## src/hw/axis_stop_params.svh

```systemverilog
// Constants for the pulse axis immediate stop block
// Functional notes
// - Trigger rise starts stop, halts selected axis
// - Pulses cease at once, no deceleration ramp
// - Completion flag set when stop finishes
// - Completion clears on trigger low, else one scan
// - In-progress rises with trigger and command start
// - Fault flag on invalid conditions or inputs
// - Fault code recorded with fault, else no-fault
// - Trigger fall clears fault flag and code
`ifndef AXIS_STOP_PARAMS_SVH
`define AXIS_STOP_PARAMS_SVH
`define AXIS_NUM_DEFAULT 4
`define SCAN_DIV_DEFAULT 16
`define STOP_WAIT_DEFAULT 4
`endif

```

## src/hw/axis_stop_pkg.sv

```systemverilog
// Types for the pulse axis immediate stop block
package axis_stop_pkg;
    // Enumerated fault codes
    typedef enum logic [3:0] {
        no_fault_value = 4'h0,
        fault_bad_axis = 4'h1,
        fault_axis_err = 4'h2,
        fault_timeout  = 4'h3
    } fault_code_enum_t;
    // Command state
    typedef enum logic [1:0] {st_idle, st_stop, st_end} state_t;
    // Status flags toward the program
    typedef struct packed {
        logic             completion_flag;
        logic             in_progress_flag;
        logic             fault_flag;
        fault_code_enum_t fault_code;
    } status_t;
endpackage

```

## src/hw/pulse_axis_immediate_stop.sv

```systemverilog
// Immediate stop command for a pulse output axis
`timescale 1ns/1ps
`include "axis_stop_params.svh"
module pulse_axis_immediate_stop
    import axis_stop_pkg::*;
#(
    // Number of pulse axes served by this block
    parameter int AXIS_NUM  = `AXIS_NUM_DEFAULT,
    // Clock cycles in one scan period
    parameter int SCAN_DIV  = `SCAN_DIV_DEFAULT,
    // Scans allowed for the axis to settle
    parameter int STOP_WAIT = `STOP_WAIT_DEFAULT,
    // Width of the axis index
    parameter int AW        = $clog2(AXIS_NUM)
) (
    // Clock and asynchronous reset
    input  wire logic                mclk,
    input  wire logic                nrst,
    // Command from the controlling program
    input  wire logic                trigger_in,
    input  wire logic [AW-1:0]       pulse_axis_handle,
    // Per-axis state from the pulse generator
    input  wire logic [AXIS_NUM-1:0] axis_enabled,
    input  wire logic [AXIS_NUM-1:0] axis_moving,
    input  wire logic [AXIS_NUM-1:0] axis_fault,
    // Halt latch toward the generator, flags toward the program
    output logic [AXIS_NUM-1:0]      pulse_halt,
    output status_t                  status
);

    // Internal state and next values
    logic                rst_s1_q, rst_n_q;     // Reset release pair
    logic [15:0]         div_q;                 // Scan divider
    logic                scan_q;                // Scan enable pulse
    logic                trig_prev_q;           // Trigger at last scan
    state_t              state_q, state_d;      // Command state
    logic [AW-1:0]       axis_q;                // Latched axis
    logic [7:0]          wait_q;                // Stop wait counter
    logic [AXIS_NUM-1:0] halt_d;                // Next halt latch
    status_t             st_d;                  // Next status word

    // Release reset through two flops
    // Raw nrst only clears this pair; all other logic uses rst_n_q
    always_ff @(posedge mclk or negedge nrst) begin
        if (!nrst) begin
            // Hold the whole block in reset
            rst_s1_q <= 1'b0;
            rst_n_q  <= 1'b0;
        end else begin
            // Release one clock after the first flop
            rst_s1_q <= 1'b1;
            rst_n_q  <= rst_s1_q;
        end
    end

    // Last clock of a scan period
    wire div_wrap    = (div_q == 16'(SCAN_DIV - 1));

    // Scan period enable
    // One clock pulse per scan; every command decision waits for it
    always_ff @(posedge mclk or negedge rst_n_q) begin
        if (!rst_n_q) begin
            // Divider starts a fresh period
            div_q  <= 16'h0000;
            scan_q <= 1'b0;
        end else begin
            // Pulse follows the wrap by one clock
            scan_q <= div_wrap;
            div_q  <= div_wrap ? 16'h0000 : div_q + 16'h0001;
        end
    end

    // Trigger edges evaluated once per scan
    wire trig_rise   = scan_q && trigger_in && !trig_prev_q;
    wire trig_fall   = scan_q && !trigger_in && trig_prev_q;

    // Validity checks on new command
    // Enable bit is only meaningful after the range check
    wire axis_ok     = (32'(pulse_axis_handle) < AXIS_NUM);
    wire sel_enabled = axis_ok && axis_enabled[pulse_axis_handle];
    // Status of the axis latched at the start
    wire cur_fault   = axis_fault[axis_q];
    wire cur_moving  = axis_moving[axis_q];
    // Settle time used up
    wire wait_out    = (wait_q >= 8'(STOP_WAIT));
    // Done seen at a scan with the trigger already low
    wire done_expire = scan_q && status.completion_flag && !trigger_in;

    // Next state and status
    // Clears come first so that a set later in the same scan wins
    always_comb begin
        // Hold everything unless a branch below changes it
        state_d = state_q;
        st_d    = status;
        halt_d  = pulse_halt;
        if (done_expire) begin
            st_d.completion_flag = 1'b0;
        end
        // clear done on trigger low
        // A fall and a start never meet in one scan
        if (trig_fall) begin
            st_d.completion_flag = 1'b0;
            st_d.fault_flag = 1'b0;
            st_d.fault_code = no_fault_value;
        end
        // Command sequence per state
        case (state_q)
            st_idle: begin
                if (trig_rise) begin
                    // Old flags drop as a new command starts
                    st_d.completion_flag = 1'b0;
                    st_d.fault_flag      = 1'b0;
                    st_d.fault_code      = no_fault_value;
                    // Refused starts never raise busy
                    if (!axis_ok) begin
                        st_d.fault_flag = 1'b1;
                        st_d.fault_code = fault_bad_axis;
                        state_d = st_end;
                    end else if (!sel_enabled) begin
                        st_d.fault_flag = 1'b1;
                        st_d.fault_code = fault_axis_err;
                        state_d = st_end;
                    end else begin
                        // Accepted: halt the axis and go busy
                        // in progress from start
                        st_d.in_progress_flag = 1'b1;
                        halt_d[pulse_axis_handle] = 1'b1;
                        state_d = st_stop;
                    end
                end
            end

            st_stop: begin
                // Axis checked once per scan while the halt takes hold
                if (scan_q) begin
                    if (cur_fault) begin
                        st_d.fault_flag = 1'b1;
                        st_d.fault_code = fault_axis_err;
                        st_d.in_progress_flag = 1'b0;
                        state_d = st_end;
                    end else if (!cur_moving) begin
                        st_d.completion_flag  = 1'b1;
                        st_d.in_progress_flag = 1'b0;
                        state_d = st_end;
                    end else if (wait_out) begin
                        st_d.fault_flag = 1'b1;
                        st_d.fault_code = fault_timeout;
                        st_d.in_progress_flag = 1'b0;
                        state_d = st_end;
                    end
                end
            end

            st_end: begin
                // Back to idle once the trigger is low
                // A trigger held high keeps the flags standing
                if (scan_q && !trigger_in) begin
                    state_d = st_idle;
                end
            end
            // Unused encoding recovers to idle
            default: state_d = st_idle;
        endcase
    end

    // Command registers
    // Every output is a flop, cleared while reset is held
    always_ff @(posedge mclk or negedge rst_n_q) begin
        if (!rst_n_q) begin
            // Idle, flags low, no axis halted
            state_q     <= st_idle;
            status      <= '{1'b0, 1'b0, 1'b0, no_fault_value};
            pulse_halt  <= '0;
            trig_prev_q <= 1'b0;
        end else begin
            state_q    <= state_d;
            status     <= st_d;
            // Halt bits are only set; reset alone releases them
            pulse_halt <= halt_d;
            // Trigger history moves only at a scan
            if (scan_q) begin
                trig_prev_q <= trigger_in;
            end
        end
    end

    // Axis latch and wait counter
    always_ff @(posedge mclk or negedge rst_n_q) begin
        if (!rst_n_q) begin
            // Latch and counter start clear
            axis_q      <= '0;
            wait_q      <= 8'h00;
        end else begin
            // Rises while busy or ending are not accepted
            // sample axis on every start seen in idle, refused ones included
            if (state_q == st_idle && trig_rise && !status.in_progress_flag) begin
                axis_q <= pulse_axis_handle;
            end
            // Counter runs only while a stop is pending
            if (state_q != st_stop) begin
                wait_q <= 8'h00;
            end else if (scan_q && !wait_out) begin
                // One count per scan, saturating at the limit
                wait_q <= wait_q + 8'h01;
            end
        end
    end
endmodule

```

## config.mk

```make
export PLATFORM = sky130hd
export DESIGN_NAME = pulse_axis_immediate_stop
export DESIGN_NICKNAME = d
export VERILOG_FILES = /design/src/hw/axis_stop_pkg.sv /design/src/hw/pulse_axis_immediate_stop.sv
export VERILOG_INCLUDE_DIRS = /design/src /design/src/hw
export SDC_FILE = /design/constraint.sdc
export NUM_CORES = 1
export LEC_CHECK = 0
export BUFFER_PORTS_ARGS = -buffer_cell sky130_fd_sc_hd__buf_2
export CORE_ASPECT_RATIO = 1.1
export CORE_UTILIZATION = 60
export CTS_BUF_LIST = sky130_fd_sc_hd__clkbuf_4 sky130_fd_sc_hd__clkbuf_8 sky130_fd_sc_hd__clkbuf_16
export DETAILED_ROUTE_END_ITERATION = 8
export HOLD_SLACK_MARGIN = 0.05
export PLACE_DENSITY = 0.84
export SYNTH_ARGS = -nofsm -noshare
export SYNTH_HDL_FRONTEND = slang
export SYNTH_SLANG_ARGS = --single-unit
export TNS_END_PERCENT = 100
```

## constraint.sdc

```tcl
create_clock -name mclk -period 3.1 [get_ports mclk]
set_input_delay 0.62 -clock mclk [delete_from_list [all_inputs] [get_ports mclk]]
set_output_delay 0.62 -clock mclk [all_outputs]
set_load 0.05 [all_outputs]
```

==> Word-level counts from Yosys, hierarchy flattened <==
Index checks and enable logic that the tools add are counted.
{ "totals": {"regBits": 43, "inputBits": 17, "out_inout_bits": 11, "wordCells": 82} }
{ "op_classes": {"n_addsub": 2, "n_lt_le_gt_ge": 4, "eq_ne": 9, "n_mux": 33, "bitwise": 1, "n_reduce_logical": 20} }
{ "ops": {"columns": ["cell", "n"], "rows": [
  ["$add A16 B1 Y16 const B", 1],
  ["$eq A16 B4 Y1 const B", 1],
  ["$mux W16", 1],
  ["$mux W8", 2],
  ["$mux W5", 3],
  ["$mux W2", 7],
  ["$mux W7", 2],
  ["$pmux W7 S2", 1],
  ["$mux W6", 2],
  ["$logic_and A1 B1 Y1", 10],
  ["$mux W1", 10],
  ["$add A8 B1 Y8 const B", 1],
  ["$ge A8 B3 Y1 const B", 1],
  ["$ne A2 B2 Y1 const B", 4],
  ["$bmux W1 S2", 3],
  ["$lt A2 B3 Y1 const B", 2],
  ["$pmux W2 S3", 1],
  ["$reduce_and A5 Y1", 1],
  ["$logic_not A1 Y1", 4],
  ["$ne A4 B4 Y1 const B", 1],
  ["$or A4 B4 Y4", 1],
  ["$reduce_and A4 Y1", 1],
  ["$reduce_bool A2 Y1", 2],
  ["$reduce_and A3 Y1", 1],
  ["6 further kinds", 6]
]} }

==> Depth between registers and ports, before layout <==
{ "depth": {"word_depth": 9, "depth_mapped": 6, "mapped_depth_nobuf": 5} }

==> Least setup slack after synthesis <==
No wires, ideal clock.
{ "synth_path": {"path_kind": "input port to flip-flop", "startpoint": "input trigger_in", "endpoint": "register axis_q[0]", "t_arrival_ps": 1550, "slack_ps": 1423, "path_stages": 4, "path_buffers": 0, "path_cell_list": "nand2_1 -> or4_1 -> nor2_2 -> mux2_1"} }
{ "synth_between": {"elab_chain_cells": 4} }
{ "synth_rtl": {"columns": ["item", "line_no", "text"], "rows": [
  ["start, declared", "pulse_axis_immediate_stop.sv:20", "input wire logic trigger_in,"],
  ["$logic_and A1 B1 Y1 (2 in series)", "pulse_axis_immediate_stop.sv:74", "wire trig_rise = scan_q && trigger_in && !trig_prev_q;"],
  ["$logic_and A1 B1 Y1 (2 in series)", "pulse_axis_immediate_stop.sv:196", "if (state_q == st_idle && trig_rise && !status.in_progress_flag) begin"],
  ["end signal, assigned", "pulse_axis_immediate_stop.sv:197", "axis_q <= pulse_axis_handle;"],
  ["end, declared", "pulse_axis_immediate_stop.sv:37", "logic [AW-1:0] axis_q;"]
]} }
Every way passes these cells.
A chain may end at the register's enable or synchronous reset.

==> Final worst setup path <==
{ "layout_path": {"startpoint": "register status[5] (netlist bit)", "endpoint": "output status[5] (netlist bit)"} }
{ "layout_rtl": {"columns": ["item", "line_no", "text"], "rows": [
  ["start, declared", "pulse_axis_immediate_stop.sv:28", "output status_t status"],
  ["start signal, assigned", "pulse_axis_immediate_stop.sv:172", "status <= '{1'b0, 1'b0, 1'b0, no_fault_value};"],
  ["start signal, assigned", "pulse_axis_immediate_stop.sv:177", "status <= st_d;"]
]} }
No word-level cell between the ends.

==> run metrics <==
MaxCap Viol Count=0; RR Endpoint=status[4]; synth warn=0; Final Hold Viols=0; Comb power frac=0.062; total power draw=0.001071 W; layout cell share with drive strength beyond 1=0.2408; Internal Power=0.0008531 W; sequential share of power=0.534; drt pass-1 iters=4; Initial Util=0.6553; EDFF count, synth=0; Yosys reg bits=43; Cell Rows=20; CP max FO=3; Mapped Cells=155; largest net degree at the start of global routing=42; cell breakdown of the critical path=buf_2; final count of negative-setup-slack endpoints=0; Critical R2R Launch=axis_q[0]; Final Critical Period=1.653 ns; Mapped Nets=175; WS Path Type=reg2out; Worst Setup SP=status[5]; clk buf depth=2; status=complete, no violations; slew margin rel.=0.5228; register-to-register setup slack=1.46 ns; CTS tree=yes; I/O Buffers=27; Required @ worst endpoint=2.48 ns; grt total ovfl=0; CP Data Arrival Time=1.03 ns; final slew viol count=0; wire length per cell=14.65 µm; Buf/Inv on CP=1; filler cell count=201; sequential cell area fraction in the yosys report=0.5756; CP max stage delay=0.41 ns; H-tree depth=2; Final #Nets=210; Final Skew=0.01083 ns; Die W=55.22 µm; antenna violations before repair=0; Post-synth ARST share=1.000; first-pass GRT wire length=5520 µm; NetSw=0.0002180 W; Worst-Margin Slew=0.7099 ns; vias per cell=5.768; Crit path max-delay family=flip-flops; gr usage total=0.2188; mean area per synthesized cell=12.06 µm²; Die H=60.54 µm; Net Sw Frac=0.2035; fin crit share=0.5333; final RePlAce weighted congestion=0.9056; Post-synth top flop=dfrtp_1; Power Density=495.1 nW/µm²; Post-CTS Setup Inserts=0; Lkg Pwr=1.108 nW; core footprint=2853 µm²; drt initial violations=34; Area Overhead vs Synth=15.73%; critical path capture point=status[5]; DP HPWL=2420 µm; Hold WC Path Type=reg2async; RSZ-0062 raised after global routing=false; post-synthesis cell type count=41; final WL=3282 µm; peak supply drop=0.3328 mV; Cell Area, Synth=1869 µm²; Antenna diodes=0; DRC Markers=0; Worst-path clk slew=0.12 ns; Clock Power Share=0.404; setup_tns=0 ns; vias in the first global route=1320; CP max stage cell=dfrtp_1; die outline area=3343 µm²; critical path capture point type=output pin; Crit path depth=1; Vias=1292; total CTS buffers=5; post-route core utilization=0.7583; Fmax=0.6048 GHz; Routed Antenna Nets=0; I/O pin count=28; TritonCTS Sinks=43; type of origin of the critical path=flip-flop; R2R depth=4; worst skew pair latency=0.35 ns; Root Driver=clkbuf_4
==> how the worst min path moves through the flow <==
stage / startpoint / end / cells after the start
after floorplan: nrst / rst_n_q / 0
after global placement: rst_n_q / div_q[0] / 1
after detailed placement: rst_n_q / div_q[2] / 1
after CTS: rst_n_q / div_q[0] / 1
after global routing: rst_n_q / div_q[0] / 1
final: rst_n_q / axis_q[1] / 1
==> metal layers <==
metal	track usage	part of all wire	wire, µm	vias to the layer above
met3	0.05757	0.030	99	7
met5	0	0	0	-
li1	-	-	-	619
met1	0.2149	0.41	1337	642
met2	0.4355	0.55	1792	24
met4	0.1036	0.016	53	0
==> cells in the final DEF, fill, tap and decap left out, types with 2 or more instances in the layout <==
cell and count:
nand2_1 7, and4_1 2, ha_1 3, a41o_1 2, nor2b_1 4, o21ai_0 2
clkbuf_4 6, nand3_1 8, nor2_1 15, mux2_1 2, o311ai_1 2, buf_2 27
inv_1 7, dfrtp_1 43, bufinv_16 2, xor2_1 6, xnor2_1 8, mux4_2 3
nor4_1 3, o21a_1 2, and3_1 4, a21boi_1 2, nand4_1 2, and2_1 8
==> stage by stage <==
stage	worst slack (ns)	hold WS, ns	cell area (µm²)	instances
6_report	1.447	0.2867	2163	224
5_1_grt	1.350	0.3546	2163	224
4_1_cts	1.432	0.3184	2163	224
3_5_place_dp	1.222	0.3145	2048	215
3_3_place_gp	1.279	0.3083	2048	215
2_1_floorplan	1.423	0.3244	1869	155
==> power groups by stage <==
| stage | Clock (W) | Combinational (W) | Sequential [W] |
|---|---|---|---|
| 6_report | 0.000433 | 0.0000660 | 0.000572 |
| 5_1_grt | 0.000457 | 0.0000727 | 0.000573 |
| 4_1_cts | 0.000446 | 0.0000664 | 0.000572 |
| 3_5_place_dp | 0 | 0.0000648 | 0.000583 |
| 3_3_place_gp | 0 | 0.0000625 | 0.000583 |
| 2_1_floorplan | 0 | 0.0000247 | 0.000599 |
==> cell families (layout without fill, tap and decap cells) <==
group                      Yosys count  count (layout)  synth area share
adders and majority gates            3               3           0.02008
AOI/OAI and AO/OA                   18              18           0.07363
muxes                                7               7           0.05957
DFF                                 43              43            0.5756
buffers and inverters                8              44           0.01673
other                                1               1          0.002006
xor gates and xnor gates            14              14           0.06560
and+or+nand+nor                     61              61            0.1867
==> registers in the layout, summed over array words and instances, names as in the netlist <==
| signal | cells |
|---|---|
| axis_q | 2 |
| div_q | 16 |
| pulse_halt | 4 |
| rst_n_q | 1 |
| rst_s1_q | 1 |
| scan_q | 1 |
| state_q | 2 |
| status | 7 |
| trig_prev_q | 1 |
| wait_q | 8 |
==> layout make-up <==
class	count	area, µm²	share of cell area
Timing Repair Buffer	29	152.6	0.07056
Multi-Input combinational cell	104	762.0	0.3522
Inverter	7	26.28	0.01215
Tap cell	33	41.29	0.01909
Clock buffer	6	45.04	0.02082
Sequential cell	43	1076	0.4974
Clock inverter	2	60.06	0.02776
==> synthesized netlist by cell type (2+ instances only) <==
cell	n	share of area
o21a_1	2	0.0080
o311ai_1	2	0.0094
a21boi_1	2	0.0080
xor2_1	6	0.028
mux4_2	3	0.036
xnor2_1	8	0.037
and4_1	2	0.0094
inv_1	7	0.014
nor2b_1	4	0.013
a41o_1	2	0.011
nor4_1	3	0.010
nand2_1	7	0.014
ha_1	3	0.020
and3_1	4	0.013
o21ai_0	2	0.0054
nand3_1	8	0.021
nor2_1	15	0.030
and2_1	8	0.027
dfrtp_1	43	0.58
mux2_1	2	0.012
nand4_1	2	0.0067
==> what timing repair did <==
item | CTS | global route
hold buffers | 1 | 0
gates resized for setup | 0 | 0
endpoints found under the hold margin | 2 | 0
Note: power is estimated with default switching activity, not from simulation.
